===== config.mk =====
export PLATFORM = sky130hd
export DESIGN_NAME = resp_sequencer
export DESIGN_NICKNAME = d
export VERILOG_FILES = /design/src/shared/resp_pkg.sv /design/src/core/resp_sequencer.sv
export SDC_FILE = /design/constraint.sdc
export NUM_CORES = 1
export LEC_CHECK = 0
export BUFFER_PORTS_ARGS = -buffer_cell sky130_fd_sc_hd__buf_2
export CORE_UTILIZATION = 45
export DETAILED_ROUTE_END_ITERATION = 8
export GPL_TIMING_DRIVEN = 0
export PLACE_DENSITY_LB_ADDON = 0.05
export SYNTH_ARGS = -nofsm -noshare
export SYNTH_HDL_FRONTEND = slang
export SYNTH_SLANG_ARGS = --single-unit

===== constraint.sdc =====
create_clock -name clk -period 5.1 [get_ports clk]
set_clock_uncertainty 0.2 [all_clocks]
set_input_delay 0.51 -clock clk [delete_from_list [all_inputs] [get_ports clk]]
set_output_delay 0.51 -clock clk [all_outputs]
set_load 0.01 [all_outputs]

===== src/shared/resp_pkg.sv =====
/*
 Constants and types for the remote engine speed pulse sequencer.
 Assumes one 10 MHz clock and CAN frames already decoded into switch fields.
*/
// How it works
// - Remote link runs at 250 kbaud
// - Body controller passes remote frames through
// - Governor starts only on timed pulse
// - Speed kept between minimum and maximum by each step and ramp; reset loads zero
// - Retransmit on powertrain from address 0x21
package resp_pkg;
	localparam int          CLK_HZ         = 10_000_000;  // System clock rate
	localparam int          LINK_BAUD      = 250_000;     // Body builder link rate
	localparam logic [7:0]  SA_REMOTE      = 8'h07;       // Remote module address
	localparam logic [7:0]  SA_FORWARD     = 8'h21;       // Forwarding address
	localparam int          MS_TICK_CYC    = CLK_HZ / 1000;  // Cycles per millisecond
	localparam int          PULSE_MIN_MS   = 100;         // Valid pulse must last longer than this
	localparam int          PULSE_MAX_MS   = 500;         // Valid pulse must end before this
	localparam int          LEAD_MS        = 100;         // Enable-to-pulse lead
	localparam int          RAMP_MS        = 10;          // Ramp update period
	localparam logic [1:0]  SW_OFF         = 2'b00;       // Switch field off
	localparam logic [1:0]  SW_ON          = 2'b01;       // Switch field on
	localparam logic [15:0] MS_CNT_MAX     = 16'hFFFF;    // Millisecond counter ceiling

	// Decoded switch fields of one frame
	typedef struct packed {
		logic [7:0] src;      // Source address
		logic [1:0] var_sw;   // Variable speed switch
		logic [1:0] res_sw;   // Resume switch
		logic [1:0] set_sw;   // Set switch
	} resp_frame_t;

	// Governor states
	typedef enum logic [1:0] {
		RESP_IDLE,
		RESP_ARMED,
		RESP_ACTIVE
	} resp_state_t;
endpackage


===== src/core/resp_sequencer.sv =====
/*
 Forwarder and governor pulse timer for remote engine speed control.
 Assumes frames arrive decoded from a 250 kbaud controller on this clock,
 and that speed limits and step sizes are stable configuration inputs.
 MS_CYC sets the millisecond tick; a shorter tick only compresses time.
*/
`timescale 1ns/1ps
module resp_sequencer
	import resp_pkg::*;
#(
	parameter int SPD_W  = 16,          // Engine speed width
	parameter int MS_CYC = MS_TICK_CYC  // Clock cycles per millisecond tick
) (
	input  wire logic              clk,
	input  wire logic              rst_n,
	input  wire logic              rx_valid,
	input  wire resp_frame_t       rx_frame,
	output logic                   tx_valid,
	output resp_frame_t            tx_frame,
	input  wire logic [SPD_W-1:0]  spd_min,
	input  wire logic [SPD_W-1:0]  spd_max,
	input  wire logic [SPD_W-1:0]  spd_step,
	input  wire logic [SPD_W-1:0]  spd_ramp,
	output logic                   gov_active,
	output logic [SPD_W-1:0]       spd_target,
	output logic                   seq_error
);
	// Divider width and terminal count; MS_CYC must be at least two
	localparam int               DIV_W    = $clog2(MS_CYC);
	localparam logic [DIV_W-1:0] DIV_LAST = DIV_W'(MS_CYC - 1);

	logic [DIV_W-1:0] div_q;      // Millisecond divider
	logic             ms_tick;    // One-cycle millisecond enable
	logic [15:0]      lead_q;     // Time since enable went on, not counting presses
	logic [15:0]      hold_q;     // Time current press has lasted
	logic [15:0]      ramp_q;     // Ramp interval counter
	logic             var_q;      // Latched enable switch
	logic             res_q;      // Latched resume switch
	logic             set_q;      // Latched set switch
	logic             prs_q;      // Press seen on the previous cycle
	logic             dir_q;      // Direction of the current press, 1 for resume
	resp_state_t      st_q;       // Governor state
	resp_state_t      st_d;       // Next governor state
	logic [SPD_W-1:0] spd_q;      // Commanded speed
	logic [SPD_W-1:0] spd_d;      // Next commanded speed
	logic             err_q;      // Both switches seen on together
	resp_frame_t      fwd_frame;  // Frame as it leaves on the powertrain side

	// Clamp a value into the configured window
	function automatic logic [SPD_W-1:0] clamp(input logic [SPD_W:0] v);
		if (v > {1'b0, spd_max})
			clamp = spd_max;
		else if (v < {1'b0, spd_min})
			clamp = spd_min;
		else
			clamp = v[SPD_W-1:0];
	endfunction

	// Raise by an amount; the spare top bit keeps a carry from wrapping
	function automatic logic [SPD_W-1:0] step_up(input logic [SPD_W-1:0] cur,
	                                             input logic [SPD_W-1:0] amt);
		step_up = clamp({1'b0, cur} + {1'b0, amt});
	endfunction

	// Lower by an amount; a borrow would wrap to a huge value, so it
	// lands on the minimum instead of being clamped to the maximum
	function automatic logic [SPD_W-1:0] step_dn(input logic [SPD_W-1:0] cur,
	                                             input logic [SPD_W-1:0] amt);
		if (cur < amt)
			step_dn = spd_min;
		else
			step_dn = clamp({1'b0, cur - amt});
	endfunction

	// Saturating millisecond counter step, so a long hold never wraps
	function automatic logic [15:0] sat_inc(input logic [15:0] c);
		sat_inc = (c == MS_CNT_MAX) ? c : c + 16'h0001;
	endfunction

	// Frame qualification and switch decoding
	wire from_remote = rx_valid && (rx_frame.src == SA_REMOTE);
	wire var_on      = (rx_frame.var_sw == SW_ON);
	wire res_on      = (rx_frame.res_sw == SW_ON);
	wire set_on      = (rx_frame.set_sw == SW_ON);
	// Press tracking: exactly one of resume or set, enable on
	wire both_on     = res_q && set_q;
	wire pressed     = (res_q ^ set_q) && var_q;
	wire released    = prs_q && !pressed;
	// A press counts as a step only inside the width window
	wire pulse_ok    = released && (hold_q > 16'(PULSE_MIN_MS))
	                   && (hold_q < 16'(PULSE_MAX_MS));
	wire lead_ok     = (lead_q >= 16'(LEAD_MS));
	// A press longer than the window turns into a ramp
	wire ramping     = pressed && (hold_q >= 16'(PULSE_MAX_MS));
	wire ramp_due    = ramping && ms_tick && (ramp_q == 16'(RAMP_MS - 1));
	assign ms_tick   = (div_q == DIV_LAST);

	// Forwarded copy keeps the switches, swaps the source address
	assign fwd_frame = '{src:    SA_FORWARD,
	                     var_sw: rx_frame.var_sw,
	                     res_sw: rx_frame.res_sw,
	                     set_sw: rx_frame.set_sw};

	// Millisecond time base
	always_ff @(posedge clk or negedge rst_n) begin
		if (!rst_n)
			div_q <= '0;
		else
			div_q <= ms_tick ? '0 : div_q + 1'b1;
	end

	// Pass remote frames through under the forwarding address
	always_ff @(posedge clk or negedge rst_n) begin
		if (!rst_n) begin
			tx_valid <= 1'b0;
			tx_frame <= '0;
		end else begin
			tx_valid <= from_remote;
			// Frame holds until the next forwarded frame
			if (from_remote)
				tx_frame <= fwd_frame;
		end
	end

	// Latch switch states from each remote frame
	always_ff @(posedge clk or negedge rst_n) begin
		if (!rst_n) begin
			var_q <= 1'b0;
			res_q <= 1'b0;
			set_q <= 1'b0;
		end else if (from_remote) begin
			var_q <= var_on;
			res_q <= res_on;
			set_q <= set_on;
		end
	end

	// Lead, press and ramp timers in milliseconds
	always_ff @(posedge clk or negedge rst_n) begin
		if (!rst_n) begin
			lead_q <= '0;
			hold_q <= '0;
			ramp_q <= '0;
			prs_q  <= 1'b0;
			dir_q  <= 1'b0;
		end else begin
			prs_q <= pressed;
			// Direction is kept past the release, which is when it is used
			if (pressed)
				dir_q <= res_q;
			// Lead time freezes during a press and restarts with the enable
			if (!var_q)
				lead_q <= '0;
			else if (ms_tick && !prs_q)
				lead_q <= sat_inc(lead_q);
			// Press width in whole milliseconds
			if (!pressed)
				hold_q <= '0;
			else if (ms_tick)
				hold_q <= sat_inc(hold_q);
			// Ramp interval restarts each step and whenever no ramp runs
			if (!ramping || ramp_due)
				ramp_q <= '0;
			else if (ms_tick)
				ramp_q <= ramp_q + 16'h0001;
		end
	end

	// Next state and speed of the governor
	always_comb begin
		st_d  = st_q;
		spd_d = spd_q;
		case (st_q)
			// Waiting for the enable switch
			RESP_IDLE: begin
				if (var_q)
					st_d = RESP_ARMED;
			end
			// Enable on; only a timed pulse after the lead starts the governor
			RESP_ARMED: begin
				if (!var_q)
					st_d = RESP_IDLE;
				else if (pulse_ok && lead_ok) begin
					st_d  = RESP_ACTIVE;
					spd_d = spd_min;
				end
			end
			// Governing: pulses step, long holds ramp, enable off leaves
			RESP_ACTIVE: begin
				if (!var_q)
					st_d = RESP_IDLE;
				// Steps take effect at release, in the direction pressed
				else if (pulse_ok && dir_q)
					spd_d = step_up(spd_q, spd_step);
				else if (pulse_ok && !dir_q)
					spd_d = step_dn(spd_q, spd_step);
				// Held switch moves the speed once per ramp interval
				else if (ramp_due && res_q)
					spd_d = step_up(spd_q, spd_ramp);
				else if (ramp_due)
					spd_d = step_dn(spd_q, spd_ramp);
			end
			// Unused code falls back to idle
			default: st_d = RESP_IDLE;
		endcase
		// Conflicting switches freeze the speed whatever the state wants
		if (both_on)
			spd_d = spd_q;
	end

	// Governor registers
	always_ff @(posedge clk or negedge rst_n) begin
		if (!rst_n) begin
			st_q  <= RESP_IDLE;
			spd_q <= '0;
			err_q <= 1'b0;
		end else begin
			st_q  <= st_d;
			spd_q <= spd_d;
			err_q <= both_on;
		end
	end

	// Outputs come from registers, gov_active through a compare on the state register
	assign gov_active = (st_q == RESP_ACTIVE);
	assign spd_target = spd_q;
	assign seq_error  = err_q;
endmodule


==> impl_metrics.ini, run 1 <==
[setup_path]
r2r_end = spd_target[4]$_DFFE_PN0P_
startpoint = spd_target[1]$_DFFE_PN0P_
critPathMostFrequentCell = a21o_1
startpoint_type = flip-flop
r2r_slack_ns = -0.23
ff2ff_path_depth = 22
arrival_ns = 5.39
critPathBufInv = 3
path_class = reg -> reg
worstPathCellList = buf_6, ha_1, nor2b_1, o31a_1, o32ai_4, o41ai_4, buf_4, a21o_1, a21oi_2, xnor2_2, buf_4, ha_1, a21o_1, a21o_1, a21oi_4, nand4_1, nand2_2, mux2_2, a21oi_1, a211oi_1, o2111a_1, a211oi_1
worst_setup_path_end_kind = flip-flop
slowest_stage = dfrtp_2
critPathMaxFanout = 4
cp_slowest_stage_delay_ns = 0.46
worstPathRequired_ns = 5.16
rr_startpoint = spd_target[1]$_DFFE_PN0P_
crit_family = compound AO/OA/AOI/OAI gates

[grt]
track_usage_pct = 32.64
antenna_found_initial = 1
grt-ovfl-total = 0
grt_max_degree = 71
grt_pass1_wl_mm = 70.15
grt_pass1_vias = 12232

[route]
drcViolationCount = 0
drt_iter0_markers = 938
viasPerCell = 6.124
routed_wl_mm = 45.94
dr_total_vias = 12799
post_drt_wl_per_cell_um = 21.98
first_pass_iters = 6
ant_nets = 0

[placed_design]
dpl_cell_area_mm2 = 0.01334
io_buffers = 107
gp_congestion = 1.008
pre_cts_slack_ns = -2.095
dp_hpwl_mm = 35.89

[clocking]
cts_tree = yes
h-tree-depth = 3
clk_latency_ns = 0.35
path_clk_slew_ns = 0.08
clock_tree.root_cell = clkbuf_16
cts_sinks = 94
cts_made_buffers = 9
clock_path_buffers = 2

[sta]
setup_slack_ns = -0.2323
fmax_mhz = 187.5
hold_ws_ns = 0.1689
worst_slew_pin_slew_ns = 1.107
grt_setup_unrepaired = true
period_share_pct = 104.6
drv_slew = 0
hold_violations = 0
fin_crit_ns = 5.332
slew_headroom_pct = 25.60
finalSetupViolCount = 15

[final_layout]
n_fill_cell = 2544
area_growth_pct = 20.82
final_layout_size_suffix_gt1_share_pct = 20.65
nets = 2024
design_area_mm2 = 0.01489

[yosys]
netlist.top_cell.by_area = ha_1
ys_warn_count = 0
netlist_top_cells_count = ha_1 (196), nor2_1 (165), nand2_1 (129)
syn_area_per_cell_um2 = 7.883
synth_seq_cells = 94
syn_area_mm2 = 0.01232
ys_seq_area_share_pct = 19.09
post-synth-top-count-cell = ha_1
synth_area_leaders = ha_1 (20%), dfrtp_1 (19%), a21oi_1 (5.0%)
synth-main-ff-cell = dfrtp_1
synth_cells = 1563
synth_edf_count = 0
synth-async-reset-ratio_pct = 100.0
synth_top_area_share_pct = 19.90
synthDistinctLibCells = 92

[run_status]
status = finished with violations
violations = negative setup slack

[power]
power.density_mw_per_mm2 = 233.1
max-vdd-ir-drop_mv = 0.2033
p_leak_uw = 0.006777

[floorplanning]
die_x_um = 167.5
rows = 60
die_area_mm2 = 0.02805
fp.dieH_um = 167.5
io_pins = 114
core_area_mm2 = 0.02688
start_util_pct = 45.85

[min_path]
hold_depth = 3
min_to = tx_frame[1]$_DFFE_PN0P_
hp-start = rx_frame[1]
hp-class = in -> reg

[run]
cap_violations = 0
-- cell type report --
class | instances | area (µm²) | share of cell area [%]
buffer | 57 | 337.8 | 2.269
multi-input combinational | 1305 | 10030 | 67.36
antenna | 1 | 2.502 | 0.01681
clock inverter | 6 | 52.55 | 0.3530
clock buffer | 10 | 229.0 | 1.538
inverter | 108 | 405.4 | 2.723
sequential | 94 | 2362 | 15.87
tap | 341 | 426.7 | 2.866
timing repair buffer | 168 | 1042 | 7.001
-- state kept, by name, summed over array words and instances, names as in the netlist --
signal,cells
hold_q,16
lead_q,16
ramp_q,16
spd_target,16
div_q,14
tx_frame,7
st_q,2
dir_q,1
prs_q,1
res_q,1
seq_error,1
set_q,1
tx_valid,1
var_q,1
-- worst max-delay path by stage --
stage,end,slack [ns],depth (start not counted)
final,spd_target[4]$_DFFE_PN0P_,-0.23,22
after global routing,spd_target[1]$_DFFE_PN0P_,-0.39,24
after global placement,spd_target[14]$_DFFE_PN0P_,-2.10,20
after floorplan,spd_target[14]$_DFFE_PN0P_,0.06,20
after CTS,spd_target[4]$_DFFE_PN0P_,-0.20,22
after detailed placement,spd_target[14]$_DFFE_PN0P_,-2.09,20
-- worst reg2reg max path, stage by stage (launching register included) --
cell,delay [ns]
dfrtp_2,0.46
buf_6,0.14
ha_1,0.27
nor2b_1,0.15
o31a_1,0.32
o32ai_4,0.40
o41ai_4,0.11
buf_4,0.18
a21o_1,0.19
a21oi_2,0.15
xnor2_2,0.12
buf_4,0.18
ha_1,0.28
a21o_1,0.16
a21o_1,0.20
a21oi_4,0.21
nand4_1,0.19
nand2_2,0.18
mux2_2,0.35
a21oi_1,0.31
a211oi_1,0.08
o2111a_1,0.26
a211oi_1,0.16
-- repair_timing --
item | 4_1_cts | 5_1_grt
buffers inserted | 43 | 16
gates cloned | 1 | 0
gates resized for setup | 135 | 45
hold buffers | 1 | 0
endpoints found under the hold margin | 24 | 0
endpoints found under the setup margin | 16 | 16
pin swaps | 44 | 27
-- kinds of logic (layout without fill, tap and decap cells) --
family                   Yosys count  count (layout)  synth area share (%)
AO/OA/AOI/OAI                    438             438                 24.10
XOR/XNOR                          98              98                 6.966
adder cells (fa/ha/maj)          200             200                 20.55
buffers and inverters            170             349                 5.707
flip-flops                        94              94                 19.09
multiplexers                      27              27                 2.346
other                              1               7               0.03043
AND/OR/NAND/NOR                  535             536                 21.21
-- metrics by stage --
step           setup TNS (ns)  cells  utilization (%)  total power, µW
3_3_place_gp           -27.58   2016            49.50             2353
4_1_cts                -1.392   2074            54.14             3318
5_1_grt                -4.431   2089            55.38             3658
2_1_floorplan               0   1568                -             1859
3_5_place_dp           -26.46   2017            49.63             2372
6_report               -2.249   2090            55.39             3470
-- where the power goes --
group	internal (µW)	switching, µW	leakage [µW]
clock network	341	329	0.000132
registers	755	17.7	0.00126
logic	798	1230	0.00539
-- layout by cell type (no fill, tap or decap), types with 20 or more instances in the layout --
| cell | n |
|---|---|
| o211ai_1 | 20 |
| nand4_1 | 44 |
| nand3_1 | 40 |
| xor2_1 | 32 |
| xnor2_1 | 55 |
| o21ai_0 | 72 |
| a21o_1 | 25 |
| inv_1 | 106 |
| a21oi_1 | 112 |
| buf_4 | 69 |
| clkbuf_1 | 23 |
| nor3_1 | 21 |
| nand2b_1 | 22 |
| buf_2 | 114 |
| nand2_1 | 125 |
| ha_1 | 189 |
| dfrtp_1 | 86 |
| nor2_1 | 158 |
-- per-layer routing --
metal / track usage [%] / wire (µm) / share of wire [%] / up-vias
met1: 42.08 / 19230 / 42 / 6004
met5: 0 / 0 / 0 / -
met4: 17.31 / 2718 / 5.9 / 0
met2: 53.42 / 20700 / 45 / 614
li1: - / - / - / 6021
met3: 3.947 / 3291 / 7.2 / 160
Note: power is estimated with default switching activity, not from simulation.
==> run 2: changes to the inputs <==
--- a/config.mk
+++ b/config.mk
@@ -8,3 +8,3 @@
 export BUFFER_PORTS_ARGS = -buffer_cell sky130_fd_sc_hd__buf_2
-export CORE_UTILIZATION = 45
+export CORE_UTILIZATION = 56
 export DETAILED_ROUTE_END_ITERATION = 8
==> constraint.sdc (replaced) <==
create_clock -name clk -period 5.1 [get_ports clk]
set_clock_uncertainty 0.2 [all_clocks]
set_input_delay 0.765 -clock clk [delete_from_list [all_inputs] [get_ports clk]]
set_output_delay 0.765 -clock clk [all_outputs]
set_load 0.01 [all_outputs]
==> run 2 against run 1 <==
The run still ends with negative setup slack left. Sequential power barely moved. Register-to-register slack got worse by 0.11 ns. Fmax shrank 2.0%. Hold slack better by 0.0017 ns. Non-clock buffer count is 51 higher. Sequential cell count unchanged. Clock power grew 1%. Routed wire length increased by 3.4%. Die area is 19% lower. Clock-buffer cell count unchanged. First-iteration DRC count increased by 20%. Power is 11% higher. Critical path type unchanged. Largest cell class unchanged.
==> impl_metrics.ini, run 2 (synthesized netlist as in run 1, its figures left out) <==
[setup_path]
slowest_stage = dfrtp_1
worstPathRequired_ns = 5.19
critPathMostFrequentCell = buf_6
cp_slowest_stage_delay_ns = 0.54
worstPathCellList = ha_4, buf_6, or4_4, or3_4, o21ai_4, o41ai_4, o31ai_4, xnor2_2, ha_1, nand4_1, nor4_4, buf_4, a211oi_2, a31oi_2, buf_4, nor2_4, buf_6, buf_6, nor2_2, a21oi_1, o31ai_1, a41o_1
worst_setup_path_end_kind = flip-flop
arrival_ns = 5.53
path_class = reg -> reg
startpoint_type = flip-flop
critPathMaxFanout = 6
crit_family = simple AND/OR/NAND/NOR gates
critPathBufInv = 5
r2r_slack_ns = -0.34

[floorplanning]
die_x_um = 150.3
rows = 53
die_area_mm2 = 0.02260
core_area_mm2 = 0.02129
start_util_pct = 57.89
io_pins = 114
fp.dieH_um = 150.3

[grt]
antenna_found_initial = 0
grt-ovfl-total = 0
track_usage_pct = 39.81
grt_pass1_wl_mm = 67.57
grt_pass1_vias = 12527
grt_max_degree = 56

[power]
power.density_mw_per_mm2 = 242.1
max-vdd-ir-drop_mv = 0.1738
pwr-share-clk_pct = 17.6
comb_power_share_pct = 62.3
intPower_uw = 2108
p_leak_uw = 0.007204
seq_power_share_pct = 20.1
p_sw_uw = 1745
sw_frac_of_total_pct = 45.29

[run]
cap_violations = 0

[route]
ant_nets = 0
drcViolationCount = 0
post_drt_wl_per_cell_um = 22.90
first_pass_iters = 8
routed_wl_mm = 47.50
dr_total_vias = 13586
drt_iter0_markers = 1129
viasPerCell = 6.551

[placed_design]
dpl_cell_area_mm2 = 0.01330
pre_cts_slack_ns = -1.581
place_inst = 1951
dp_hpwl_mm = 34.10
io_buffers = 107
gp_congestion = 1.032

[clocking]
cts_sinks = 94
clock_path_buffers = 2
cts.hold.buffers_added = 0
clock_tree.root_cell = clkbuf_16
clk_latency_ns = 0.36
cts_tree = yes
cts_made_buffers = 9
h-tree-depth = 3
path_clk_slew_ns = 0.08

[sta]
worst_slew_pin_slew_ns = 1.379
fin_crit_ns = 5.439
fmax_mhz = 183.9
finalSetupViolCount = 16
slew_headroom_pct = 7.290
hold_violations = 0
drv_slew = 0
setup_slack_ns = -0.3390
period_share_pct = 106.6
grt_setup_unrepaired = true

[final_layout]
final_cell_mix = ha_1 (175), nor2_1 (155), nand2_1 (126), buf_4 (106), buf_2 (103)
instances_no_fill = 2074
nets = 2074
area_growth_pct = 29.13
final_layout_size_suffix_gt1_share_pct = 26.81
design_area_mm2 = 0.01591
layout_commonest_cell = ha_1

[run_status]
status = finished with violations
violations = negative setup slack

[min_path]
hp-class = in -> async
-- run 2: cell types whose count changed in the layout (fill, tap and decap cells not counted), moves of 7 or more --
cell	previous run	this run
inv_1	106	95
buf_6	7	28
a21oi_1	112	102
ha_1	189	175
buf_2	114	103
buf_4	69	106
a21oi_2	10	19
o21ai_0	72	65
ha_4	3	16
-- run 2: per-stage QoR --
step | hold slack, ns | total power [µW] | setup TNS, ns | utilization (%)
3_5_place_dp | 0.2607 | 2372 | -22.13 | 62.47
3_3_place_gp | 0.2445 | 2342 | -21.98 | 62.33
2_1_floorplan | 0.2325 | 1871 | 0 | -
4_1_cts | 0.1946 | 3434 | -0.3629 | 69.80
6_report | 0.1705 | 3852 | -4.121 | 74.75
5_1_grt | 0.2250 | 4007 | -5.536 | 74.74
-- run 2: layout make-up --
class | count | area (µm²)
inverter | 108 | 419.2
timing repair buffer | 221 | 1569
clock inverter | 6 | 53.80
fill | 1647 | 5375
tap | 275 | 344.1
multi-input combinational | 1304 | 10560
sequential | 94 | 2364
antenna | 1 | 2.502
clock buffer | 10 | 229.0
buffer | 55 | 371.6
-- run 2: path summary, 6_finish.rpt --
| kind | startpoint | to | cells past startpoint |
|---|---|---|---|
| min in group clk | st_q[1]$_DFFE_PN0P_ | st_q[0]$_DFFE_PN0P_ | 1 |
| max in group asynchronous | rst_n | spd_target[8]$_DFFE_PN0P_ | 2 |
| max reg2reg | spd_target[9]$_DFFE_PN0P_ | spd_target[5]$_DFFE_PN0P_ | 22 |
| min reg2reg | st_q[1]$_DFFE_PN0P_ | st_q[0]$_DFFE_PN0P_ | 1 |
| min | rst_n | lead_q[7]$_DFFE_PN0P_ | 1 |
| max | spd_target[9]$_DFFE_PN0P_ | spd_target[5]$_DFFE_PN0P_ | 22 |
-- run 2: routing by layer --
layer | vias to the layer above | part of all wire [%] | GRT usage, % | routed length, µm
li1 | 6129 | - | - | -
met1 | 6401 | 39 | 48.72 | 18670
met2 | 808 | 45 | 64.35 | 21250
met3 | 248 | 8.8 | 6.939 | 4180
met4 | 0 | 7.2 | 25.96 | 3408
met5 | - | 0 | 0 | 0
-- run 2: power groups by stage --
stage | clock, µW | sequential, µW | combinational (µW)
6_report | 680 | 774 | 2400
4_1_cts | 681 | 771 | 1980
3_3_place_gp | 0 | 785 | 1560
2_1_floorplan | 0 | 783 | 1090
3_5_place_dp | 0 | 785 | 1590
5_1_grt | 706 | 774 | 2530
-- run 2: what timing repair did --
| item | in CTS | in global routing |
|---|---|---|
| cloned | 1 | 1 |
| resized for setup | 174 | 148 |
| endpoints found under the setup margin | 16 | 16 |
| buffers inserted | 59 | 52 |
| pin swaps | 83 | 87 |
